$ cat config.mk
export PLATFORM = sky130hd
export DESIGN_NAME = cspc_top
export DESIGN_NICKNAME = d
export VERILOG_FILES = /design/src/core/cspc_pkg.sv /design/src/core/cspc_axil.sv /design/src/core/cspc_top.sv
export SDC_FILE = /design/constraint.sdc
export NUM_CORES = 1
export LEC_CHECK = 0
export BUFFER_PORTS_ARGS = -buffer_cell sky130_fd_sc_hd__buf_2
export CAP_MARGIN = 20
export CELL_PAD_IN_SITES_DETAIL_PLACEMENT = 0
export CELL_PAD_IN_SITES_GLOBAL_PLACEMENT = 2
export CORE_ASPECT_RATIO = 1.1
export CORE_MARGIN = 2
export CORE_UTILIZATION = 37
export CTS_BUF_LIST = sky130_fd_sc_hd__clkbuf_16
export DETAILED_ROUTE_END_ITERATION = 7
export PLACE_DENSITY_LB_ADDON = 0.1
export SYNTH_ARGS = -nofsm -noshare
export SYNTH_HDL_FRONTEND = slang
export SYNTH_SLANG_ARGS = --single-unit
$ cat constraint.sdc
create_clock -name clk_sys -period 6.03 [get_ports clk_sys]
set_input_delay 0.603 -clock clk_sys [delete_from_list [all_inputs] [get_ports clk_sys]]
set_output_delay 0.603 -clock clk_sys [all_outputs]
set_load 0.05 [all_outputs]
$ cat src/core/cspc_pkg.sv
// Package for the configuration status and pin control block.
// Assumes a single 50 MHz clock domain and an AXI4-Lite register port.
package cspc_pkg;
   // ----------------------------------------
   // Timing
   // ----------------------------------------
   localparam int CLK_MHZ = 50;
   localparam int WAIT_MIN_US = 30;
   localparam int WAIT_MAX_US = 300;
   localparam int WAIT_MIN_CYC = WAIT_MIN_US * CLK_MHZ;
   localparam int WAIT_MAX_CYC = WAIT_MAX_US * CLK_MHZ;
   localparam int CLEAR_CYC = 64;
   localparam int CNT_W = 16;
   // ----------------------------------------
   // Register offsets (byte addresses)
   // ----------------------------------------
   localparam logic [7:0] OFF_CTRL = 8'h00;
   localparam logic [7:0] OFF_STAT = 8'h04;
   localparam logic [7:0] OFF_IRQ = 8'h08;
   localparam logic [7:0] OFF_MASK = 8'h0c;
   localparam logic [7:0] OFF_USER = 8'h10;
   // ----------------------------------------
   // Control fields
   // ----------------------------------------
   localparam int CTRL_START = 0;
   localparam int CTRL_MASTER = 1;
   localparam int CTRL_DATERR = 2;
   localparam int CTRL_DONE = 3;
   localparam int CTRL_TRIST = 4;
   localparam int CTRL_SETRST = 5;
   localparam int CTRL_SCANPRIM = 6;
   localparam int CTRL_EXTEST = 7;
   localparam int CTRL_GSRSEL = 8;
   localparam int CTRL_GTSSEL = 9;
   localparam logic [31:0] CTRL_RESET = 32'h0000_0002;
   // Interrupt bits
   localparam int IRQ_ACTIVE = 0;
   localparam int IRQ_ERROR = 1;
   localparam int IRQ_INITLOW = 2;
   localparam int IRQ_W = 3;
   // ----------------------------------------
   // Sequencer states
   // ----------------------------------------
   typedef enum logic [2:0] {
      CSPC_CLEAR = 3'b000,
      CSPC_HOLD = 3'b001,
      CSPC_DELAY = 3'b011,
      CSPC_CONFIG = 3'b010,
      CSPC_ACTIVE = 3'b110
   } cspc_state_t;
   // Output and enable pair of an open-drain or two-way pin
   typedef struct packed {
      logic out;
      logic oe;
   } cspc_pin_t;
endpackage

$ cat src/core/cspc_axil.sv
// AXI4-Lite slave front end, one write and one read at a time.
// Assumes the parent decodes the byte address and returns read data.
`timescale 1ns/1ps
`default_nettype none
module cspc_axil (
   // Clock and reset
   input wire logic clk_sys,
   input wire logic resetn,
   // AXI4-Lite
   input wire logic [7:0] awaddr,
   input wire logic awvalid,
   output logic awready,
   input wire logic [31:0] wdata,
   input wire logic [3:0] wstrb,
   input wire logic wvalid,
   output logic wready,
   output logic [1:0] bresp,
   output logic bvalid,
   input wire logic bready,
   input wire logic [7:0] araddr,
   input wire logic arvalid,
   output logic arready,
   output logic [31:0] rdata,
   output logic [1:0] rresp,
   output logic rvalid,
   input wire logic rready,
   // Register side
   output logic wrEn,
   output logic [7:0] wrAddr,
   output logic [31:0] wrData,
   output logic [3:0] wrStrb,
   input wire logic wrOk,
   output logic [7:0] rdAddr,
   input wire logic [31:0] rdValue,
   input wire logic rdOk
);
   typedef struct packed {
      logic haveAw;
      logic haveW;
      logic [7:0] aw;
      logic [31:0] w;
      logic [3:0] s;
      logic bv;
      logic [1:0] br;
      logic rv;
      logic [31:0] rd;
      logic [1:0] rr;
   } cspc_bus_t;
   cspc_bus_t st, next_st;
   always_comb begin
      next_st = st;
      if (awvalid && awready) begin
         next_st.haveAw = 1'b1;
         next_st.aw = awaddr;
      end
      if (wvalid && wready) begin
         next_st.haveW = 1'b1;
         next_st.w = wdata;
         next_st.s = wstrb;
      end
      if (st.haveAw && st.haveW) begin
         next_st.haveAw = 1'b0;
         next_st.haveW = 1'b0;
         next_st.bv = 1'b1;
         next_st.br = wrOk ? 2'h0 : 2'h2;
      end
      if (bvalid && bready) begin
         next_st.bv = 1'b0;
      end
      if (arvalid && arready) begin
         next_st.rv = 1'b1;
         next_st.rd = rdValue;
         next_st.rr = rdOk ? 2'h0 : 2'h2;
      end else if (rvalid && rready) begin
         next_st.rv = 1'b0;
      end
   end
   always_ff @(posedge clk_sys or negedge resetn) begin
      if (!resetn) begin
         st <= '0;
      end else begin
         st <= next_st;
      end
   end
   assign awready = !st.haveAw && !st.bv;
   assign wready = !st.haveW && !st.bv;
   assign arready = !st.rv;
   assign bvalid = st.bv;
   assign bresp = st.br;
   assign rvalid = st.rv;
   assign rdata = st.rd;
   assign rresp = st.rr;
   assign wrEn = st.haveAw && st.haveW;
   assign wrAddr = st.aw;
   assign wrData = st.w;
   assign wrStrb = st.s;
   assign rdAddr = araddr;
endmodule
`default_nettype wire

$ cat src/core/cspc_top.sv
// Configuration status and pin control: indicators, init/error pin,
// global set/reset and three-state nets, test pin gating.
// Assumes synchronous pin inputs and a start-up sequencer behind registers.
//
// Notes on behaviour
// - Unused outputs float, pulled up, before configuration
// - Unused cells become pulled-up inputs afterwards
// - Any user pin may drive global reset
// - Global three-state floats outputs, logic keeps running
// - External test overrides the three-state net
// - High indicator driven high until active
// - Low indicator driven low until active
// - Init pin low during clearing
// - Low init pin holds wait state
// - Master modes wait 30 to 300 us
// - Init pin low flags data error
// - Init pin released once outputs active
// - No scan primitive disables scan afterwards
// - Test inputs come straight from pads once active, held at zero before
// - Buffer pair shares one input
`timescale 1ns/1ps
`default_nettype none
module cspc_top #(
   parameter int NUM_IO = 8,
   parameter int WAIT_CYC = cspc_pkg::WAIT_MIN_CYC + 100
) (
   // Clock and reset
   input wire logic clk_sys,
   input wire logic resetn,
   // AXI4-Lite
   input wire logic [7:0] awaddr,
   input wire logic awvalid,
   output logic awready,
   input wire logic [31:0] wdata,
   input wire logic [3:0] wstrb,
   input wire logic wvalid,
   output logic wready,
   output logic [1:0] bresp,
   output logic bvalid,
   input wire logic bready,
   input wire logic [7:0] araddr,
   input wire logic arvalid,
   output logic arready,
   output logic [31:0] rdata,
   output logic [1:0] rresp,
   output logic rvalid,
   input wire logic rready,
   output logic irq,
   // Configuration indicators and init/error pin
   output logic highDuringConfigOut,
   output logic highDuringConfigOe,
   output logic lowDuringConfigOut,
   output logic lowDuringConfigOe,
   input wire logic initErrIn,
   output logic initErrOut,
   output logic initErrOe,
   // User I/O cells
   input wire logic [NUM_IO-1:0] ioIn,
   input wire logic [NUM_IO-1:0] userOut,
   input wire logic [NUM_IO-1:0] userOe,
   input wire logic [NUM_IO-1:0] ioUsed,
   output logic [NUM_IO-1:0] ioOut,
   output logic [NUM_IO-1:0] ioOe,
   output logic [NUM_IO-1:0] ioPullup,
   // Global nets
   output logic globalSetResetNet,
   output logic globalTristateNet,
   // Test pins and internal copies
   input wire logic tdiPad,
   input wire logic tckPad,
   input wire logic tmsPad,
   output logic scanEnable,
   output logic [2:0] testPinsToLogic,
   // Global buffer pair
   input wire logic clockPairSrc,
   output logic lowSkewGlobalIn,
   output logic earlyGlobalIn,
   // Status
   output logic configStart,
   output logic ioActive
);
   localparam int WAIT_MIN = cspc_pkg::WAIT_MIN_CYC;
   localparam int WAIT_MAX = cspc_pkg::WAIT_MAX_CYC;
   localparam int WAIT_USE = (WAIT_CYC < WAIT_MIN) ? WAIT_MIN :
                             (WAIT_CYC > WAIT_MAX) ? WAIT_MAX : WAIT_CYC;

   // ----------------------------------------
   // State
   // ----------------------------------------
   typedef struct packed {
      cspc_pkg::cspc_state_t fsm;
      logic [cspc_pkg::CNT_W-1:0] cnt;
      logic [31:0] ctrl;
      logic [2:0] gsrPin;
      logic [2:0] gtsPin;
      logic [cspc_pkg::IRQ_W-1:0] irqStat;
      logic [cspc_pkg::IRQ_W-1:0] irqMask;
      logic initSeen;
      logic errPrev;
   } cspc_top_t;
   cspc_top_t st, next_st;

   logic wrEn;
   logic [7:0] wrAddr;
   logic [31:0] wrData;
   logic [3:0] wrStrb;
   logic wrOk;
   logic [7:0] rdAddr;
   logic [31:0] rdValue;
   logic rdOk;

   cspc_axil u_bus (
      .clk_sys(clk_sys),
      .resetn(resetn),
      .awaddr(awaddr),
      .awvalid(awvalid),
      .awready(awready),
      .wdata(wdata),
      .wstrb(wstrb),
      .wvalid(wvalid),
      .wready(wready),
      .bresp(bresp),
      .bvalid(bvalid),
      .bready(bready),
      .araddr(araddr),
      .arvalid(arvalid),
      .arready(arready),
      .rdata(rdata),
      .rresp(rresp),
      .rvalid(rvalid),
      .rready(rready),
      .wrEn(wrEn),
      .wrAddr(wrAddr),
      .wrData(wrData),
      .wrStrb(wrStrb),
      .wrOk(wrOk),
      .rdAddr(rdAddr),
      .rdValue(rdValue),
      .rdOk(rdOk)
   );

   logic active;
   logic inConfig;
   logic extest;
   logic gsrSrc;
   logic gtsSrc;
   logic [cspc_pkg::IRQ_W-1:0] events;
   logic [cspc_pkg::IRQ_W-1:0] clearBits;

   assign active = (st.fsm == cspc_pkg::CSPC_ACTIVE);
   assign inConfig = (st.fsm == cspc_pkg::CSPC_CONFIG);
   assign wrOk = (wrAddr == cspc_pkg::OFF_CTRL) || (wrAddr == cspc_pkg::OFF_IRQ) ||
                 (wrAddr == cspc_pkg::OFF_MASK) || (wrAddr == cspc_pkg::OFF_STAT) ||
                 (wrAddr == cspc_pkg::OFF_USER);
   assign clearBits = (wrEn && wrAddr == cspc_pkg::OFF_IRQ && wrStrb[0]) ?
                      wrData[cspc_pkg::IRQ_W-1:0] : '0;
   // Events: outputs go active, data error reported, init held low
   assign events = {inConfig && !initErrIn && !st.initSeen,
                    inConfig && st.ctrl[cspc_pkg::CTRL_DATERR] && !st.errPrev,
                    inConfig && st.ctrl[cspc_pkg::CTRL_DONE] && !st.ctrl[cspc_pkg::CTRL_DATERR]};

   // ----------------------------------------
   // Next state
   // ----------------------------------------
   always_comb begin
      next_st = st;
      if (wrEn && wrAddr == cspc_pkg::OFF_CTRL) begin
         for (int b = 0; b < 4; b++) begin
            if (wrStrb[b]) begin
               next_st.ctrl[b*8 +: 8] = wrData[b*8 +: 8];
            end
         end
      end
      if (wrEn && wrAddr == cspc_pkg::OFF_MASK && wrStrb[0]) begin
         next_st.irqMask = wrData[cspc_pkg::IRQ_W-1:0];
      end
      if (wrEn && wrAddr == cspc_pkg::OFF_USER && wrStrb[0]) begin
         next_st.gsrPin = wrData[2:0];
         next_st.gtsPin = wrData[10:8];
      end
      // Set wins over a write-one clear
      next_st.irqStat = (st.irqStat & ~clearBits) | events;
      next_st.errPrev = st.ctrl[cspc_pkg::CTRL_DATERR];
      next_st.initSeen = inConfig ? (st.initSeen | !initErrIn) : 1'b0;
      unique case (st.fsm)
         cspc_pkg::CSPC_CLEAR: begin
            if (st.cnt == cspc_pkg::CNT_W'(cspc_pkg::CLEAR_CYC - 1)) begin
               next_st.fsm = cspc_pkg::CSPC_HOLD;
               next_st.cnt = '0;
            end else begin
               next_st.cnt = st.cnt + 1'b1;
            end
         end
         cspc_pkg::CSPC_HOLD: begin
            if (initErrIn && st.ctrl[cspc_pkg::CTRL_START]) begin
               next_st.fsm = st.ctrl[cspc_pkg::CTRL_MASTER] ?
                             cspc_pkg::CSPC_DELAY : cspc_pkg::CSPC_CONFIG;
               next_st.cnt = '0;
            end
         end
         cspc_pkg::CSPC_DELAY: begin
            if (!initErrIn) begin
               next_st.fsm = cspc_pkg::CSPC_HOLD;
            end else if (st.cnt == cspc_pkg::CNT_W'(WAIT_USE - 1)) begin
               next_st.fsm = cspc_pkg::CSPC_CONFIG;
               next_st.cnt = '0;
            end else begin
               next_st.cnt = st.cnt + 1'b1;
            end
         end
         cspc_pkg::CSPC_CONFIG: begin
            if (st.ctrl[cspc_pkg::CTRL_DONE] && !st.ctrl[cspc_pkg::CTRL_DATERR]) begin
               next_st.fsm = cspc_pkg::CSPC_ACTIVE;
            end
         end
         cspc_pkg::CSPC_ACTIVE: begin
         end
         default: begin
            next_st.fsm = cspc_pkg::CSPC_CLEAR;
         end
      endcase
   end

   always_ff @(posedge clk_sys or negedge resetn) begin
      if (!resetn) begin
         st <= '{fsm: cspc_pkg::CSPC_CLEAR, cnt: '0, ctrl: cspc_pkg::CTRL_RESET,
                 gsrPin: '0, gtsPin: '0, irqStat: '0, irqMask: '0,
                 initSeen: 1'b0, errPrev: 1'b0};
      end else begin
         st <= next_st;
      end
   end

   // ----------------------------------------
   // Register read
   // ----------------------------------------
   always_comb begin
      rdValue = '0;
      rdOk = 1'b1;
      unique case (rdAddr)
         cspc_pkg::OFF_CTRL: rdValue = st.ctrl;
         cspc_pkg::OFF_STAT: rdValue = {24'h0, initErrIn, scanEnable, extest,
                                        globalTristateNet, globalSetResetNet, st.fsm};
         cspc_pkg::OFF_IRQ: rdValue = {29'h0, st.irqStat};
         cspc_pkg::OFF_MASK: rdValue = {29'h0, st.irqMask};
         cspc_pkg::OFF_USER: rdValue = {21'h0, st.gtsPin, 5'h0, st.gsrPin};
         default: rdOk = 1'b0;
      endcase
   end
   assign irq = |(st.irqStat & st.irqMask);

   // ----------------------------------------
   // Configuration pins
   // ----------------------------------------
   // one release event
   assign ioActive = active;
   assign highDuringConfigOut = active ? userOut[0] : 1'b1;
   assign highDuringConfigOe = active ? userOe[0] : 1'b1;
   assign lowDuringConfigOut = active ? userOut[1] : 1'b0;
   assign lowDuringConfigOe = active ? userOe[1] : 1'b1;
   assign initErrOut = active ? userOut[2] : 1'b0;
   assign initErrOe = active ? userOe[2] :
                      (st.fsm == cspc_pkg::CSPC_CLEAR) ||
                      (inConfig && st.ctrl[cspc_pkg::CTRL_DATERR]);
   assign configStart = inConfig;

   // ----------------------------------------
   // Global nets
   // ----------------------------------------
   // any user pin drives reset
   assign gsrSrc = st.ctrl[cspc_pkg::CTRL_GSRSEL] ? ioIn[st.gsrPin % NUM_IO] : 1'b0;
   assign globalSetResetNet = st.ctrl[cspc_pkg::CTRL_SETRST] | gsrSrc;
   assign gtsSrc = st.ctrl[cspc_pkg::CTRL_GTSSEL] ? ioIn[st.gtsPin % NUM_IO] : 1'b0;
   assign globalTristateNet = st.ctrl[cspc_pkg::CTRL_TRIST] | gtsSrc;
   assign scanEnable = !active || st.ctrl[cspc_pkg::CTRL_SCANPRIM];
   assign extest = scanEnable && st.ctrl[cspc_pkg::CTRL_EXTEST];
   assign testPinsToLogic = active ? {tmsPad, tckPad, tdiPad} : 3'h0;
   assign lowSkewGlobalIn = clockPairSrc;
   assign earlyGlobalIn = clockPairSrc;

   // ----------------------------------------
   // User I/O cells
   // ----------------------------------------
   genvar i;
   generate
      for (i = 0; i < NUM_IO; i++) begin : g_io
         always_comb begin
            if (!active) begin
               ioOe[i] = 1'b0;
               ioPullup[i] = 1'b1;
            end else if (!ioUsed[i]) begin
               ioOe[i] = 1'b0;
               ioPullup[i] = 1'b1;
            end else begin
               ioOe[i] = userOe[i] && (!globalTristateNet || extest);
               ioPullup[i] = 1'b0;
            end
            ioOut[i] = active ? userOut[i] : 1'b0;
         end
      end
   endgenerate
endmodule
`default_nettype wire

Word-level counts from Yosys, hierarchy flattened:

Cells that the tools add are included.

* add/sub/neg operators: 1
* order comparisons: 2
* equality and inequality tests: 19
* mux-type cells: 75
* bitwise operators: 8
* reductions and logical operators: 65

Operators by type and width (count)
* one-hot mux 32 bit (5 select lines): 1
* 2-to-1 mux 1 bit: 56
* 2-to-1 mux 16 bit: 3
* one-hot mux 16 bit (3 select lines): 1
* equality test 8 x 4 -> 1 bit (second input constant): 4
* logical AND 1 bit: 32
* 2-to-1 mux 3 bit: 7
* 2-to-1 mux 19 bit: 1
* adder 16 x 1 -> 16 bit (second input constant): 1
* equality test 16 x 11 -> 1 bit (second input constant): 1
* equality test 16 x 6 -> 1 bit (second input constant): 1
* equality test 8 x 3 -> 1 bit (second input constant): 2
* equality test 8 x 5 -> 1 bit (second input constant): 2
* zero test 8 bit: 2
* one-hot mux 3 bit (5 select lines): 1
* zero test 1 bit: 10
* less-than comparator 3 x 4 -> 1 bit (second input constant): 2
* AND reduction 2 bit: 4
* nonzero test 2 bit: 4
* logical OR 1 bit: 7
* AND 3 bit: 2
* binary-select mux 1 bit (select 3 bit): 2
* equality test 3 x 2 -> 1 bit (second input constant): 2
* 2-to-1 mux 2 bit: 3
* other kinds (15): 19

* register bits after elaboration: 149
* input port bits: 96

Longest topological paths before layout:

* word-level depth: 9
* mapped depth: 7

Cells and area by module:

Synthesis repeated with hierarchy kept, for this count alone.

* cells, all modules: 650
* area total of the unflattened synthesis: 7722.4 um2

Modules (own cells, without submodules)
* cspc_axil: times used 1, cells an instance 272, area an instance 3892.5 um2
* cspc_top: times used 1, cells an instance 378, area an instance 3829.9 um2

Worst setup path after synthesis:

No wires, ideal clock.

* kind: reg2out
* start point: register st[64] (netlist bit)
* end point: output ioPullup[0]
* arrival: 2137 ps
* required time: 5427 ps
* path slack: 3290 ps
* cell stages (with the launch flop): 5
* path buffers: 1
* cell sequence: dfrtp_1 -> inv_1 -> nor3b_1 -> clkbuf_1 -> nand2_1

* cells in the longest elaborated chain, start to end: 2

RTL lines
* start, declared: RTL line cspc_top.sv:101 `cspc_top_t st, next_st;`
* start signal, assigned: RTL line cspc_top.sv:226 `st <= '{fsm: cspc_pkg::CSPC_CLEAR, cnt: '0, ctrl: cspc_pkg::CTRL_RESET,`
* start signal, assigned: RTL line cspc_top.sv:230 `st <= next_st;`
* equality test 3 bit: RTL line cspc_top.sv:150 `assign active = (st.fsm == cspc_pkg::CSPC_ACTIVE);`
* named net ioActive: RTL line cspc_top.sv:80 `output logic ioActive`
* 2-to-1 mux 1 bit: RTL line cspc_top.sv:288 `if (!active) begin`
* end, declared: RTL line cspc_top.sv:64 `output logic [NUM_IO-1:0] ioPullup,`

The timed path passes the listed nets, and every way through them passes these cells.

Worst setup path in the final report:

* start point: register st[8] (netlist bit)
* end point: output ioOe[6]

* cells in the longest elaborated chain, start to end: 9

RTL lines
* binary-select mux 1 bit (select 3 bit): RTL line cspc_top.sv:273 `assign gtsSrc = st.ctrl[cspc_pkg::CTRL_GTSSEL] ? ioIn[st.gtsPin % NUM_IO] : 1'b0;`
* 2-to-1 mux 1 bit (implied by the code): RTL line cspc_top.sv:273
* 2-to-1 mux 1 bit: RTL line cspc_top.sv:273
* bitwise OR 1 bit: RTL line cspc_top.sv:274 `assign globalTristateNet = st.ctrl[cspc_pkg::CTRL_TRIST] | gtsSrc;`
* zero test 1 bit: RTL line cspc_top.sv:295 `ioOe[i] = userOe[i] && (!globalTristateNet || extest);`
* logical OR 1 bit: RTL line cspc_top.sv:295
* logical AND 1 bit: RTL line cspc_top.sv:295
* 2-to-1 mux 1 bit: RTL line cspc_top.sv:291 `end else if (!ioUsed[i]) begin`
* 2-to-1 mux 1 bit: RTL line cspc_top.sv:288
* end, declared: RTL line cspc_top.sv:63 `output logic [NUM_IO-1:0] ioOe,`

No other way between the ends. The select of a mux whose other input is x is not followed.

==> results.py <==
metrics = {
    "outcome": {
        "status": "finished, final reports clean",
    },
    "worst_setup_path": {
        "required_ns": 5.43,
        "reg2reg_slack_ns": 3.38,
        "reg2reg_to": "st[57]$_DFFE_PN0P_",
        "crit_type": "register to output pin",
        "r2r-start": "st[46]$_DFFE_PN0P_",
        "rr_worst_depth": 6,
        "cp_max_fo": 8,
        "arrival_ns": 2.71,
        "endpoint_kind": "output pin",
        "start_kind": "register",
    },
    "grt": {
        "grt_max_degree": 86,
        "grt_pass1_wl_mm": 26.1,
        "grt-ovfl-total": 0,
        "first_global_vias": 4892,
        "gr-usage-all-layers_pct": 16.9,
        "antenna_found_initial": 3,
    },
    "final_layout": {
        "nets": 798,
        "area_delta_synth_final_pct": 20.9,
        "layout-drive-gt1-share_pct": 43.1,
    },
    "timing": {
        "hold_violations": 0,
        "finalCritPeriodShare_pct": 54.9,
        "fin_setup_tns_ns": 0,
        "period_minus_slack_ns": 3.31,
        "setup_violations": 0,
        "fmax_mhz": 302,
        "slew_headroom_pct": 34.5,
        "rsz0062_at_grt": "false",
        "slew_viol_final": 0,
        "finalClockSkew_ns": 0.00597,
        "tightestPinTransition_ns": 0.981,
    },
    "clock_tree": {
        "insertion_delay_ns": 0.42,
        "cts_setup_buffers": 0,
        "htreeDepth": 4,
        "cts_made_buffers": 17,
        "clock-root-buffer": "clkbuf_16",
        "cts_buffer_depth": 2,
        "cts.sinks": 147,
        "cts-resized-gates": 0,
        "postCtsHoldBufs": 0,
        "path_clk_slew_ns": 0.06,
        "cts_tree": "done",
    },
    "die": {
        "die_y_um": 146,
        "die_x_um": 134,
        "dieArea_um2": 19600,
        "start_util_pct": 37.5,
        "rows": 52,
        "ioPinCount": 178,
        "core-area_um2": 18200,
    },
    "min_path": {
        "hold_path.class": "primary input to async pin",
    },
    "pwr": {
        "p_switching_mw": 1.20,
        "switching_share_pct": 34.9,
        "comb_power_share_pct": 28.8,
        "p_leak_nw": 4.07,
        "cell_internal_pwr_mw": 2.24,
        "ir_drop_mv": 0.308,
        "pwr-share-clk_pct": 30.8,
        "finalPower_mw": 3.44,
        "p_seq_share_pct": 40.3,
        "p_per_area_nw_per_um2": 416,
    },
    "synth": {
        "synth_top_area_cell": "dfrtp_1",
        "avgSynthCellArea_um2": 12.1,
        "synthCells": 566,
        "netlist.area_leader.share_pct": 53.5,
        "synthArstFlopShare_pct": 100,
        "yosysSeqAreaShare_pct": 53.9,
        "yosys_register_bits": 147,
        "synthFlopType": "dfrtp_1",
        "ys_types": 55,
        "syn_area_um2": 6830,
        "synth_edf_count": 0,
        "ys_top_cells_by_area": "dfrtp_1 54%, mux2_2 14%, buf_4 4.4%, a22o_1 3.2%, nand2_1 2.4%",
        "ys_warn_count": 0,
    },
    "detailed_routing": {
        "wirelength_mm": 16.2,
        "via_count": 4852,
        "routedWlPerCell_um": 16.9,
        "ant_nets": 0,
        "routed_via_density": 5.05,
        "drt_iter0_markers": 219,
        "drt_first_pass_iters": 4,
        "post-route-drc-count": 0,
    },
    "placed_design": {
        "gp_congestion": 0.787,
        "post-dp-hpwl_mm": 11.7,
        "io_buffers": 172,
    },
    "flow_run": {
        "maxCapViolations": 0,
    },
}
## final cells by class
cell class,instances,area (um^2)
Clock buffer,17,425
Antenna cell,3,7.51
Multi-Input combinational cell,346,2720
Clock inverter,15,168
Fill cell,1786,9960
Sequential cell,147,3680
Inverter,13,48.8
Timing Repair Buffer,176,901
Tap cell,243,304
## placed cells by master, fill, tap and decap left out, types with 3 or more instances in the layout
cell	instances
nor4_1	5
o21ai_0	20
o211ai_1	3
nor3_1	4
clkinvlp_4	3
a22o_1	25
a31oi_1	3
and4_1	11
o31ai_1	3
nand4_1	4
buf_4	3
buf_2	171
nor2_1	19
nand2b_1	6
nand2_4	3
bufinv_16	3
nor2b_1	7
mux2_2	86
and2_1	16
o311ai_0	3
mux2i_1	13
dfrtp_1	146
inv_1	16
a21o_1	6
nand2_1	43
mux4_2	3
clkbuf_16	17
a211o_1	3
nand3_1	9
diode_2	3
a32o_1	6
a21oi_1	9
## worst max-delay path, cell delays in order (launching register included)
cell and delay, ns:
dfrtp_1 0.45, mux2_2 0.36, o31ai_1 0.23, a311oi_1 0.16, o2bb2ai_1 0.53, and4_1 0.28, buf_2 0.27
## cells by family (layout without fill, tap and decap cells)
kind of cell / after synthesis / count (layout) / synth area share (%)
flops: 147 / 147 / 53.9
simple gates: 144 / 144 / 11.8
mux: 102 / 102 / 17.1
compound gates: 97 / 97 / 10.5
buf+inv: 74 / 221 / 6.42
fa+ha+maj: 1 / 1 / 0.183
other cells: 1 / 5 / 0.0549
## per-stage QoR
step	setup slack [ns]	cell area [um^2]	util [%]	std cells	hold slack, ns
after floorplan	3.29	6830	-	567	0.307
after global placement	3.08	7640	42.0	924	0.433
after detailed placement	2.97	7650	42.0	925	0.442
after CTS	2.69	8250	45.3	957	0.268
after global routing	2.51	8250	45.3	959	0.306
final	2.72	8250	45.3	960	0.244
## worst max-delay path by stage
stage / from / endpoint / slack [ns] / depth (start not counted)
finish: st[8]$_DFFE_PN0P_ / ioOe[6] / 2.72 / 6
CTS: st[8]$_DFFE_PN0P_ / ioOe[6] / 2.69 / 6
detailed placement: ioIn[7] / ioOe[6] / 2.97 / 7
global placement: ioIn[7] / ioOe[2] / 3.08 / 7
floorplan: st[64]$_DFFE_PN0P_ / ioPullup[0] / 3.29 / 4
global route: st[8]$_DFFE_PN0P_ / ioOe[6] / 2.51 / 6
## power by group through the flow
stage	Combinational, mW	Clock [mW]	Sequential, mW
4_1_cts	1.01	1.09	1.39
3_3_place_gp	0.988	0	1.39
2_1_floorplan	0.789	0	1.36
5_1_grt	1.06	1.14	1.42
6_report	0.991	1.06	1.39
3_5_place_dp	1.00	0	1.41
## sequential cells by signal, summed over array words and instances, names as in the netlist
register,count
u_bus.rdata,32
u_bus.wrAddr,8
next_st,1
st,64
u_bus.st,2
u_bus.rvalid,1
u_bus.rresp,1
u_bus.wrStrb,4
u_bus.bresp,1
u_bus.bvalid,1
u_bus.wrData,32
## metal layers
metal  vias to the layer above  wire, um  GRT usage (%)
li1                       2292         -              -
met1                      2395      6870           20.6
met2                       148      7950           28.2
met3                        17      1110           5.69
met4                         0       243           5.96
met5                         -         0              0
## cell usage after synthesis, types with 2 or more instances
cell and n:
a21o_1 6, or2_2 2, dfrtp_1 146, mux4_2 3
nor2_1 20, buf_1 2, a31o_2 2, a311oi_1 2
nand2_1 43, and2_1 17, o22ai_1 2, o31ai_1 3
buf_2 8, a22o_1 25, a211o_1 3, clkbuf_1 11
nor2b_1 7, mux2i_1 13, nand2_4 3, inv_1 13
buf_4 40, nand3_1 9, mux2_2 86, nor4_1 5
nor3_1 4, a31oi_1 3, a32o_1 6, nor3b_1 2
o21bai_1 2, and3_1 2, o21ai_0 21, nand2b_1 6
nand3b_1 2, nand4_1 4, o311ai_0 3, o211ai_1 3
a21oi_1 9, and4_1 11
No activity file was read; power rests on OpenSTA's default activity.
